<file path="src/ccp_defines.svh">
/*
  ccp_defines.svh: offsets, field positions, reset values and timing counts
  for the capture/compare/pwm channel.
  assumes: included by bare name from the channel module only; the package and the other modules do not include it.
*/
`ifndef CCP_DEFINES_SVH
`define CCP_DEFINES_SVH

// register offsets on the plain register port
`define CCP_OFS_CONTROL 4'h0
`define CCP_OFS_CAPSEL 4'h1
`define CCP_OFS_DATA_LOW 4'h2
`define CCP_OFS_DATA_HIGH 4'h3
`define CCP_OFS_STATUS 4'h4
`define CCP_OFS_OPTIONS 4'h5
`define CCP_OFS_PERIOD 4'h6
`define CCP_OFS_PWM_TIMER 4'h7

// control register fields
`define CCP_CTL_EN_BIT 7
`define CCP_CTL_OUT_BIT 5
`define CCP_CTL_FMT_BIT 4
`define CCP_CTL_RESET 8'h00

// status register fields
`define CCP_STS_FLAG_BIT 0
`define CCP_STS_IE_BIT 1

// options register fields
`define CCP_OPT_OD_BIT 0
`define CCP_OPT_TRIG_BIT 1
`define CCP_OPT_SLEEP_BIT 2
`define CCP_OPT_T1CLK_BIT 3

// pwm timer control fields (prescale select in bits 1:0, on in bit 7)
`define CCP_PT_ON_BIT 7
`define CCP_PT_PS_LSB 0

// instruction clock is the system clock divided by four
`define CCP_ICLK_DIV 4

`endif

</file>
<file path="src/ccp_pkg.sv">
/*
  ccp_pkg.sv: types shared by the capture/compare/pwm channel.
  assumes: ccp_defines.svh is on the include path.
*/
package ccp_pkg;
  // operating mode codes of the 4-bit mode field
  typedef enum logic [3:0] {
    CCP_MODE_OFF = 4'h0,
    CCP_MODE_TOG_CLR = 4'h1,
    CCP_MODE_TOG = 4'h2,
    CCP_MODE_CAP_ANY = 4'h3,
    CCP_MODE_CAP_FALL = 4'h4,
    CCP_MODE_CAP_RISE = 4'h5,
    CCP_MODE_CAP_R4 = 4'h6,
    CCP_MODE_CAP_R16 = 4'h7,
    CCP_MODE_SET = 4'h8,
    CCP_MODE_CLR = 4'h9,
    CCP_MODE_PULSE = 4'ha,
    CCP_MODE_PULSE_CLR = 4'hb,
    CCP_MODE_PWM0 = 4'hc,
    CCP_MODE_PWM1 = 4'hd,
    CCP_MODE_PWM2 = 4'he,
    CCP_MODE_PWM3 = 4'hf
  } ccp_mode_t;

  // register port request
  typedef struct packed {
    logic [3:0] addr;
    logic [7:0] wdata;
    logic wr;
    logic rd;
  } ccp_req_t;

  // channel pin signals (output enable high while driving)
  typedef struct packed {
    logic o;
    logic oe;
  } ccp_pin_t;
endpackage

</file>
<file path="src/ccp_sync.sv">
/*
  ccp_sync.sv: two flip-flop synchroniser for a level from another domain.
  assumes: one clock, asynchronous active-low reset.
*/
module ccp_sync #(
  parameter int WIDTH = 1
) (
  input wire logic ref_clk,
  input wire logic rst_n,
  input wire logic [WIDTH-1:0] async_in,
  output logic [WIDTH-1:0] sync_out
);
  // first stage, read only by the second stage
  logic [WIDTH-1:0] meta;

  initial begin
    if (WIDTH < 1) $error("ccp_sync: WIDTH must be at least 1");
  end

  // two-stage capture of the asynchronous level
  always_ff @(posedge ref_clk or negedge rst_n) begin
    if (!rst_n) begin
      meta <= '0;
      sync_out <= '0;
    end else begin
      meta <= async_in;
      sync_out <= meta;
    end
  end
endmodule // ccp_sync

</file>
<file path="src/ccp_prescale.sv">
/*
  ccp_prescale.sv: instruction-clock phase and pwm prescaler counter.
  the low two bits of the pwm time base come from here.
  assumes: one clock; tick pulses one cycle each time the pwm timer steps.
*/
module ccp_prescale #(
  parameter int PS_W = 4
) (
  input wire logic ref_clk,
  input wire logic rst_n,
  input wire logic run,
  input wire logic [1:0] ps_sel,
  output logic tick,
  output logic [1:0] fine
);
  // phase counter: 2 bits of system clock phase plus prescale bits
  logic [PS_W+1:0] cnt;
  logic [PS_W+1:0] lim;

  initial begin
    if (PS_W < 4) $error("ccp_prescale: PS_W must be at least 4");
  end

  // prescale 1, 4 or 16 instruction clocks per step (sel 3 acts as 16)
  always_comb begin
    unique case (ps_sel)
      2'h0: lim = (PS_W+2)'(3);
      2'h1: lim = (PS_W+2)'(15);
      default: lim = (PS_W+2)'(63);
    endcase
  end

  // the counter holds while the timer is stopped, so a wake resumes
  always_ff @(posedge ref_clk or negedge rst_n) begin
    if (!rst_n) begin
      cnt <= '0;
    end else if (!run) begin
      cnt <= cnt;
    end else if (cnt >= lim) begin
      cnt <= '0;
    end else begin
      cnt <= cnt + (PS_W+2)'(1);
    end
  end

  assign tick = run && (cnt >= lim);
  // fine bits: top two bits of the active counter span
  always_comb begin
    unique case (ps_sel)
      2'h0: fine = cnt[1:0];
      2'h1: fine = cnt[3:2];
      default: fine = cnt[5:4];
    endcase
  end
endmodule // ccp_prescale

</file>
<file path="src/ccp_channel.sv">
/*
  ccp_channel.sv: one capture/compare/pwm channel with its register port,
  its 8-bit pwm timer and a tap on an outside 16-bit timer.
  assumes: the 16-bit timer runs synchronous to ref_clk and takes a reset
  pulse from here; the channel pin and capture sources are asynchronous.
*/
// Implementation choices: the placing of the registers and the address-and-strobe port.
// Overview of operation
// - capture copies 16-bit timer into data pair
// - mode picks fall, rise, 4th, 16th, any
// - capture sets flag; only software clears
// - newer capture overwrites unread value
// - edge logic watches pin whatever its direction
// - three-bit field selects capture source
// - sleep holds timer; capture needs running clock
// - compare data pair against timer continuously
// - mode selects toggle, set, clear, pulse action
// - match sets flag and converter trigger
// - modes 1 and 11 reset the timer
// - zero control write clears output latch
// - vanished match cancels pending timer reset
// - enabled compare flag wakes the device only when timer16_sleep_clock is set
// - output modes may drive open drain
// - pwm up to ten bits, period and duty
// - period match clears timer, sets pin unless duty is zero, loads duty
// - pin clears at 10-bit time base match
// - alignment bit chooses left or right duty
`include "ccp_defines.svh"
module ccp_channel (
  input wire logic ref_clk,
  input wire logic rst_n,
  input wire ccp_pkg::ccp_req_t bus_req,
  output logic [7:0] bus_rdata,
  input wire logic [15:0] timer16_count_pair,
  input wire logic sleep_mode,
  input wire logic [7:0] capture_sources,
  input wire logic ccp_channel_pin_i,
  output ccp_pkg::ccp_pin_t ccp_channel_pin,
  output logic timer16_reset,
  output logic conv_trigger,
  output logic channel_irq_flag,
  output logic wake_request
);
  // software-visible registers
  logic [7:0] channel_control_reg;
  logic [2:0] capture_input_select_reg;
  logic [7:0] data_reg_low;
  logic [7:0] data_reg_high;
  logic channel_irq_enable;
  logic open_drain;
  logic trig_select;
  logic timer16_sleep_clock; // outside 16-bit timer keeps clocking in sleep
  logic [7:0] pwm_period_reg;
  logic [7:0] pwm_timer_control_reg;
  logic [7:0] pwm_timer_count;
  // channel state
  logic out_latch; // compare/pwm output latch
  logic [9:0] duty_buf; // pwm duty buffer
  logic [3:0] edge_cnt; // rising edge counter for prescaled capture
  logic prev_level; // delayed synchronised source for edge detect
  logic cmp_match_d; // match seen last cycle
  logic reset_pending; // timer reset due on the next edge
  logic pulse_on; // pulse-mode output active
  // decoded control
  ccp_pkg::ccp_mode_t mode;
  logic enabled;
  logic is_capture;
  logic is_compare;
  logic is_pwm;
  logic [7:0] src_raw;
  logic [7:0] src_sync;
  logic src_level;
  logic rise;
  logic fall;
  logic cap_event;
  logic cmp_match;
  logic cmp_hit;
  logic [9:0] duty_val;
  logic [9:0] time_base;
  logic pt_tick;
  logic [1:0] pt_fine;
  logic pt_run;
  logic period_hit;
  logic wr_ctl;
  logic pin_val; // output latch gated by the pwm duty match

  assign mode = ccp_pkg::ccp_mode_t'(channel_control_reg[3:0]);
  assign enabled = channel_control_reg[`CCP_CTL_EN_BIT];
  assign is_pwm = enabled && (channel_control_reg[3:2] == 2'h3);
  assign is_capture = enabled && (mode inside {ccp_pkg::CCP_MODE_CAP_ANY,
    ccp_pkg::CCP_MODE_CAP_FALL, ccp_pkg::CCP_MODE_CAP_RISE,
    ccp_pkg::CCP_MODE_CAP_R4, ccp_pkg::CCP_MODE_CAP_R16});
  assign is_compare = enabled && !is_pwm && !is_capture && (mode != ccp_pkg::CCP_MODE_OFF);
  assign wr_ctl = bus_req.wr && (bus_req.addr == `CCP_OFS_CONTROL);

  // pin level at source 0 is read back regardless of pin direction
  // pin feeds capture
  assign src_raw = {capture_sources[7:1], ccp_channel_pin_i};

  ccp_sync #(.WIDTH(8)) u_sync (
    .ref_clk(ref_clk),
    .rst_n(rst_n),
    .async_in(src_raw),
    .sync_out(src_sync)
  );

  assign src_level = src_sync[capture_input_select_reg];
  assign rise = src_level && !prev_level;
  assign fall = !src_level && prev_level;

  // delayed level for edge detection; reads only the second stage
  always_ff @(posedge ref_clk or negedge rst_n) begin
    if (!rst_n) begin
      prev_level <= 1'b0;
    end else begin
      prev_level <= src_level;
    end
  end

  // prescaled edge counter; restarts on any control write so a mode change
  // never finishes a count begun in another mode
  // restart edge counter
  always_ff @(posedge ref_clk or negedge rst_n) begin
    if (!rst_n) begin
      edge_cnt <= 4'h0;
    end else if (wr_ctl) begin
      edge_cnt <= 4'h0;
    end else if (is_capture && rise) begin
      edge_cnt <= edge_cnt + 4'h1;
    end
  end

  always_comb begin
    unique case (mode)
      ccp_pkg::CCP_MODE_CAP_ANY: cap_event = rise || fall;
      ccp_pkg::CCP_MODE_CAP_FALL: cap_event = fall;
      ccp_pkg::CCP_MODE_CAP_RISE: cap_event = rise;
      ccp_pkg::CCP_MODE_CAP_R4: cap_event = rise && (edge_cnt[1:0] == 2'h3);
      ccp_pkg::CCP_MODE_CAP_R16: cap_event = rise && (edge_cnt == 4'hf);
      default: cap_event = 1'b0;
    endcase
    cap_event = cap_event && is_capture && !wr_ctl;
  end

  assign cmp_match = (timer16_count_pair == {data_reg_high, data_reg_low});
  assign cmp_hit = is_compare && cmp_match && !cmp_match_d;

  // data pair: capture wins over a software write in the same cycle
  always_ff @(posedge ref_clk or negedge rst_n) begin
    if (!rst_n) begin
      data_reg_low <= 8'h00;
      data_reg_high <= 8'h00;
    end else if (cap_event) begin
      {data_reg_high, data_reg_low} <= timer16_count_pair;
    end else if (bus_req.wr && bus_req.addr == `CCP_OFS_DATA_LOW) begin
      data_reg_low <= bus_req.wdata;
    end else if (bus_req.wr && bus_req.addr == `CCP_OFS_DATA_HIGH) begin
      data_reg_high <= bus_req.wdata;
    end
  end

  // interrupt flag: set wins over a clear written in the same cycle
  // flag set
  always_ff @(posedge ref_clk or negedge rst_n) begin
    if (!rst_n) begin
      channel_irq_flag <= 1'b0;
    end else if (cap_event || cmp_hit || (is_pwm && period_hit)) begin
      channel_irq_flag <= 1'b1;
    end else if (bus_req.wr && bus_req.addr == `CCP_OFS_STATUS
        && !bus_req.wdata[`CCP_STS_FLAG_BIT]) begin
      channel_irq_flag <= 1'b0;
    end
  end

  // configuration registers written by software
  always_ff @(posedge ref_clk or negedge rst_n) begin
    if (!rst_n) begin
      channel_control_reg <= `CCP_CTL_RESET;
      capture_input_select_reg <= 3'h0;
      channel_irq_enable <= 1'b0;
      open_drain <= 1'b0;
      trig_select <= 1'b0;
      timer16_sleep_clock <= 1'b0;
      pwm_period_reg <= 8'hff;
      pwm_timer_control_reg <= 8'h00;
    end else if (bus_req.wr) begin
      unique case (bus_req.addr)
        `CCP_OFS_CONTROL: channel_control_reg <= bus_req.wdata & 8'h9f;
        `CCP_OFS_CAPSEL: capture_input_select_reg <= bus_req.wdata[2:0];
        `CCP_OFS_STATUS: channel_irq_enable <= bus_req.wdata[`CCP_STS_IE_BIT];
        `CCP_OFS_OPTIONS: begin
          open_drain <= bus_req.wdata[`CCP_OPT_OD_BIT];
          trig_select <= bus_req.wdata[`CCP_OPT_TRIG_BIT];
          timer16_sleep_clock <= bus_req.wdata[`CCP_OPT_T1CLK_BIT];
        end
        `CCP_OFS_PERIOD: pwm_period_reg <= bus_req.wdata;
        `CCP_OFS_PWM_TIMER: pwm_timer_control_reg <= bus_req.wdata;
        default: ;
      endcase
    end
  end

  // compare bookkeeping: edge of match and deferred timer reset
  // deferred timer reset
  always_ff @(posedge ref_clk or negedge rst_n) begin
    if (!rst_n) begin
      cmp_match_d <= 1'b0;
      reset_pending <= 1'b0;
    end else begin
      cmp_match_d <= cmp_match && is_compare;
      reset_pending <= cmp_hit && (mode == ccp_pkg::CCP_MODE_TOG_CLR
        || mode == ccp_pkg::CCP_MODE_PULSE_CLR);
    end
  end
  // reset fires one edge after the trigger, only if the match still holds
  assign timer16_reset = reset_pending && cmp_match && is_compare;
  assign conv_trigger = cmp_hit && trig_select;

  // ten-bit duty, aligned by format bit
  // time base is the pwm timer plus two fine bits
  assign duty_val = channel_control_reg[`CCP_CTL_FMT_BIT]
    ? {data_reg_high, data_reg_low[7:6]} : {data_reg_high[1:0], data_reg_low};
  assign time_base = {pwm_timer_count, pt_fine};
  assign pt_run = pwm_timer_control_reg[`CCP_PT_ON_BIT] && !sleep_mode;
  assign period_hit = pt_tick && (pwm_timer_count == pwm_period_reg);

  ccp_prescale #(.PS_W(4)) u_ps (
    .ref_clk(ref_clk),
    .rst_n(rst_n),
    .run(pt_run),
    .ps_sel(pwm_timer_control_reg[1:0]),
    .tick(pt_tick),
    .fine(pt_fine)
  );

  always_ff @(posedge ref_clk or negedge rst_n) begin
    if (!rst_n) begin
      pwm_timer_count <= 8'h00;
      duty_buf <= 10'h000;
    end else if (period_hit) begin
      pwm_timer_count <= 8'h00;
      duty_buf <= duty_val;
    end else if (pt_tick) begin
      pwm_timer_count <= pwm_timer_count + 8'h01;
    end
  end

  // output latch: zero control write clears it, compare actions, pwm
  always_ff @(posedge ref_clk or negedge rst_n) begin
    if (!rst_n) begin
      out_latch <= 1'b0;
      pulse_on <= 1'b0;
    end else if (wr_ctl && bus_req.wdata == 8'h00) begin
      out_latch <= 1'b0;
      pulse_on <= 1'b0;
    end else if (is_pwm) begin
      pulse_on <= 1'b0;
      if (period_hit) begin
        out_latch <= (duty_val != 10'h000);
      end else if (pt_run && time_base == duty_buf) begin
        out_latch <= 1'b0;
      end
    end else if (cmp_hit) begin
      unique case (mode)
        ccp_pkg::CCP_MODE_TOG_CLR, ccp_pkg::CCP_MODE_TOG: out_latch <= !out_latch;
        ccp_pkg::CCP_MODE_SET: out_latch <= 1'b1;
        ccp_pkg::CCP_MODE_CLR: out_latch <= 1'b0;
        default: begin
          out_latch <= 1'b1;
          pulse_on <= 1'b1;
        end
      endcase
    end else if (pulse_on) begin
      // pulse lasts one system clock
      out_latch <= 1'b0;
      pulse_on <= 1'b0;
    end
  end

  // duty match drops pin at once; the latch follows one edge later
  // so the high time is exactly duty steps of the time base
  assign pin_val = out_latch && !(is_pwm && time_base == duty_buf);

  always_comb begin
    ccp_channel_pin.o = pin_val;
    ccp_channel_pin.oe = (is_pwm || is_compare) && (!open_drain || !pin_val);
    if (open_drain) ccp_channel_pin.o = 1'b0;
  end

  // wake request from enabled flag; capture in sleep needs clock
  assign wake_request = sleep_mode && channel_irq_flag && channel_irq_enable
    && (timer16_sleep_clock || is_pwm);

  // read data, one cycle after the strobe; unmapped reads zero
  always_ff @(posedge ref_clk or negedge rst_n) begin
    if (!rst_n) begin
      bus_rdata <= 8'h00;
    end else if (bus_req.rd) begin
      unique case (bus_req.addr)
        `CCP_OFS_CONTROL: bus_rdata <= {channel_control_reg[7:6], out_latch,
          channel_control_reg[4:0]};
        `CCP_OFS_CAPSEL: bus_rdata <= {5'h00, capture_input_select_reg};
        `CCP_OFS_DATA_LOW: bus_rdata <= data_reg_low;
        `CCP_OFS_DATA_HIGH: bus_rdata <= data_reg_high;
        `CCP_OFS_STATUS: bus_rdata <= {6'h00, channel_irq_enable, channel_irq_flag};
        `CCP_OFS_OPTIONS: bus_rdata <= {4'h0, timer16_sleep_clock, 1'b0, trig_select,
          open_drain};
        `CCP_OFS_PERIOD: bus_rdata <= pwm_period_reg;
        `CCP_OFS_PWM_TIMER: bus_rdata <= pwm_timer_count;
        default: bus_rdata <= 8'h00;
      endcase
    end else begin
      bus_rdata <= 8'h00;
    end
  end
endmodule // ccp_channel

</file>
<file path="config.mk">
export PLATFORM = sky130hd
export DESIGN_NAME = ccp_channel
export DESIGN_NICKNAME = d
export VERILOG_FILES = /design/src/ccp_pkg.sv /design/src/ccp_sync.sv /design/src/ccp_prescale.sv /design/src/ccp_channel.sv
export VERILOG_INCLUDE_DIRS = /design/src
export SDC_FILE = /design/constraint.sdc
export NUM_CORES = 1
export LEC_CHECK = 0
export BUFFER_PORTS_ARGS = -buffer_cell sky130_fd_sc_hd__buf_2
export CELL_PAD_IN_SITES_DETAIL_PLACEMENT = 0
export CELL_PAD_IN_SITES_GLOBAL_PLACEMENT = 1
export CORE_MARGIN = 3
export CORE_UTILIZATION = 40
export DETAILED_ROUTE_END_ITERATION = 12
export PLACE_DENSITY = 0.79
export SYNTH_ARGS = -nofsm -noshare
export SYNTH_HDL_FRONTEND = slang
export SYNTH_SLANG_ARGS = --single-unit
</file>
<file path="constraint.sdc">
create_clock -name ref_clk -period 6.9 [get_ports ref_clk]
set_clock_uncertainty 0.1 [all_clocks]
set_input_delay 1.38 -clock ref_clk [delete_from_list [all_inputs] [get_ports ref_clk]]
set_output_delay 1.38 -clock ref_clk [all_outputs]
set_load 0.05 [all_outputs]
</file>
-- After elaboration in Yosys (flattened, before gate mapping)
Index checks and enable logic that the tools add are counted.
- word-level logic and storage cells: 163
- input port bits: 42
- register bits: 103
- output and inout bits: 14
- eq/ne operators: 27
- reductions and logical operators: 76
- $add $sub $neg: 3
- $lt $le $gt $ge: 2
- mux-type cells: 32
- operators with widths (operator ; number):
    8-bit two-way mux ; 8
    8-bit one-hot mux with 8 select lines ; 1
    1-bit logical AND ; 35
    4-bit by 3-bit == test with 1-bit output (second input constant) ; 8
    16-bit == test ; 1
    4-bit by 2-bit == test with 1-bit output (second input constant) ; 4
    4-bit == test (second input constant) ; 4
    2-bit AND reduction ; 8
    1-bit two-way mux ; 14
    1-bit zero test ; 12
    6-bit one-hot mux with 2 select lines ; 1
    10-bit == test ; 1
    10-bit two-way mux ; 1
    10-bit nonzero test ; 1
    2-bit nonzero test ; 5
    8-bit by 1-bit adder with 8-bit output (second input constant) ; 1
    4-bit by 1-bit == test with 1-bit output (second input constant) ; 2
    8-bit == test ; 1
    8-bit zero test ; 1
    4-bit two-way mux ; 2
    4-bit nonzero test ; 2
    1-bit logical OR ; 7
    6-bit by 1-bit adder with 6-bit output (second input constant) ; 1
    6-bit greater-or-equal comparator ; 1
    17 further kinds ; 18

-- Logic depth before layout (Yosys ltp)
- depth after elaboration: 11
- mapped depth: 10
- gate-level depth less buffers: 9

-- By module
From an unflattened synthesis, not the netlist that was laid out.
- cell total of the unflattened synthesis: 469
- area, all modules: 5252.5 sq um
- by module, submodules not included (module ; times used ; seq. area each (sq um) ; cells an instance ; area each (sq um)):
    ccp_channel ; 1 ; 1911.8 ; 406 ; 4393.0
    ccp_prescale ; 1 ; 150.1 ; 47 ; 459.2
    ccp_sync ; 1 ; 400.4 ; 16 ; 400.4

-- Least setup slack after synthesis
No wires, ideal clock.
- path kind: input to output
- start point: input port timer16_count_pair[0]
- end point: output port conv_trigger
- data arrival time: 2.576 ns
- path buffers: 0
- setup slack: 2.844 ns
- stages on the path: 5
- path through: xnor2_1 -> nand4_1 -> nor4_1 -> and2_1 -> and3_1
- longest elaborated chain between the ends: 4
- ends and longest elaborated chain (what ; line ; text):
    start, declared ; ccp_channel.sv:34 ; input wire logic [15:0] timer16_count_pair,
    16-bit == test ; ccp_channel.sv:145 ; assign cmp_match = (timer16_count_pair == {data_reg_high, data_reg_low});
    1-bit logical AND (2 in series) ; ccp_channel.sv:146 ; assign cmp_hit = is_compare && cmp_match && !cmp_match_d;
    1-bit logical AND ; ccp_channel.sv:217 ; assign conv_trigger = cmp_hit && trig_select;
    end, declared ; ccp_channel.sv:40 ; output logic conv_trigger,
No other way between the ends.

-- Worst setup path in the final report
Ends and elaborated chain as after synthesis.

==> flow_summary.toml <==
[power_and_ir_drop]
leakage_nw = 2.62
power_per_cell_area_nw_per_um2 = 334
peakVddDrop_mv = 0.211

[cts]
cts_tree = "built"
cts.hold.buffers_added = 0
path_clk_slew_ns = 0.08
cts_root_buf = "clkbuf_16"
cts_max_level = 3
clk_path_buf_depth = 2
cts_buffers = 9
ctsResizeCount = 0
post-cts-setup-buffer-count = 0
cts_sinks = 98
clock_latency_ns = 0.36

[placed_design]
port_buffers = 54
dp_hpwl_microns = 9780
placed_area_sq_um = 5640
place.gp.congestion = 0.901

[worst_setup_path]
reg2reg_to = "data_reg_high[5]$_DFFE_PN0P_"
worstPathMaxFanout = 3
cp-end-kind = "output pin"
critPathKind = "input pin to output pin"
crit_arrival_ns = 3.00
critPathLaunchType = "input pin"
reg2reg_from = "capture_input_select_reg[0]$_DFFE_PN0P_"
worstPathRequired_ns = 5.42
rrSetupSlack_ns = 3.85
r2r_cells = 8

[synthesis]
ys_warn_count = 0
async_flop_share_pct = 100
synth.avg_cell_area_sq_um = 10.9
synth_edf_count = 0
synth_cell_types = 61
synthCells = 487
synthesis.nets = 536
syn_area_sq_um = 5290
synth-seq-cells = 98
seq_area_frac_synth_pct = 46.6
synth-main-ff-cell = "dfrtp_1"

[cells_and_area]
final_cell_mix = "90 x dfrtp_1, 54 x nand2_1, 53 x buf_2"
finalCoreUtilization_pct = 46.6
drive_gt1_share_pct = 28.2
final_common_cell = "dfrtp_1"
antenna-diode-count = 0
final_area_sq_um = 5950
largest_register = "duty_buf"
final_nets = 576
syn_to_final_growth_pct = 12.5
largest_reg_flops = 10
fillers = 1179

[timing]
finalMaxSlewViolations = 0
max_freq_mhz = 223
setup_viol_count_final = 0
tightest_slew_ns = 0.696
rsz0062_at_grt = "false"
period_needed_ns = 4.48
finalSetupTns_ns = 0
hold_viol = 0
max_slew_margin_pct = 53.6
min_period_over_period_pct = 64.9

[drt]
drc = 0
routed_wl_microns = 13300
vias_per_cell = 5.55
drt_iter0_markers = 283
first_pass_iters = 5
postRouteAntennaNets = 0
wl_per_cell_microns = 18.8
vias = 3904

[global_routing]
grtUsageMet2_pct = 29.8
track_usage_pct = 19.1
met3_usage_pct = 3.40
grt_overflow_total = 0
gr-usage-met1_pct = 26.2
busiest_layer = "met2"
grt_start_max_net_pins = 51
antenna_found_initial = 1
grt_pass1_wl_microns = 21300
grt_pass1_vias = 3903

[floorplanning]
core_area_sq_um = 12800
initial_utilization_pct = 41.4
dieArea_sq_um = 14600
dieWidth_microns = 121
die_h_microns = 121
ios = 56
num_rows = 41

[job]
timing.max_cap.violations = 0

[min_path]
min_path_type = "register to register"
hold_end = "u_sync.sync_out[7]$_DFF_PN0_"
min_path_cells = 0
min-delay-start = "u_sync.meta[7]$_DFF_PN0_"

[outcome]
status = "completed"
-- through the flow --
step	total power [mW]	hold slack, ns	instances	setup WS [ns]
after detailed placement	1.48	0.236	688	2.42
after global placement	1.46	0.234	688	2.44
after CTS	2.00	0.253	704	2.41
after floorplan	1.31	0.231	487	2.84
after global routing	2.11	0.258	704	2.25
final	1.99	0.254	704	2.42
-- critical path, cell delays in order --
cell and delay, ns:
buf_2 0.12, xnor2_1 0.13, nand4_1 0.14, nor4_1 0.54, and2_1 0.24, and3_1 0.18
buf_2 0.27
-- worst max-delay path by stage --
stage | from | to
final | timer16_count_pair[0] | conv_trigger
after global routing | timer16_count_pair[0] | conv_trigger
after CTS | timer16_count_pair[0] | conv_trigger
after floorplan | timer16_count_pair[0] | conv_trigger
after global placement | timer16_count_pair[0] | conv_trigger
after detailed placement | timer16_count_pair[0] | conv_trigger
-- power breakdown --
part	total, mW	switching [mW]	internal, mW
combinational	0.558	0.269	0.289
clock	0.513	0.253	0.259
sequential	0.918	0.210	0.708
-- kinds of logic after synthesis --
group / after synthesis / synth area share (%)
AND/OR/NAND/NOR: 155 / 16.0
flip-flops: 98 / 46.6
XOR/XNOR: 40 / 6.63
buffers and inverters: 32 / 3.10
adder cells (fa/ha/maj): 7 / 1.66
AO/OA/AOI/OAI: 86 / 10.7
multiplexers: 69 / 15.4
-- layout make-up --
class                      instances  area (sq um)  share of cell area (%)
multi-input combinational        357          2660                    44.7
sequential                        98          2460                    41.4
timing repair buffer              55           280                    4.71
clock buffer                       9           225                    3.79
tap                              172           215                    3.62
clock inverter                     7          81.3                    1.37
inverter                           6          22.5                   0.379
-- per-layer routing --
layer	part of all wire [%]	vias to the layer above
li1	-	1822
met4	2.4	2
met5	0.053	-
met3	5.4	20
met2	47	112
met1	46	1948
-- Yosys cell counts, types with 3 or more instances --
library cell	instances	share of area [%]
buf_2	8	0.76
nand2_1	54	3.8
xnor2_1	25	4.1
mux2_2	41	8.7
o21ai_1	10	0.95
and2_1	3	0.36
a222oi_1	3	0.57
nand2_2	3	0.36
o31ai_1	4	0.57
o21ai_0	25	2.4
nand2_4	3	0.64
dfrtp_1	90	43
a22oi_1	12	1.7
mux2i_1	17	3.2
a21oi_1	15	1.4
nand4_1	10	1.2
nor4_1	9	1.1
ha_1	7	1.7
inv_1	6	0.43
nand3_1	10	0.95
nand2b_1	7	0.83
clkbuf_1	10	0.71
nor2_1	21	1.5
mux2_4	9	2.6
xor2_1	15	2.5
nor2b_1	6	0.71
a31oi_1	4	0.47
dfstp_2	8	4.0
and3_1	7	0.83
nor3_1	6	0.57
Power figures use the tool's default switching activity.
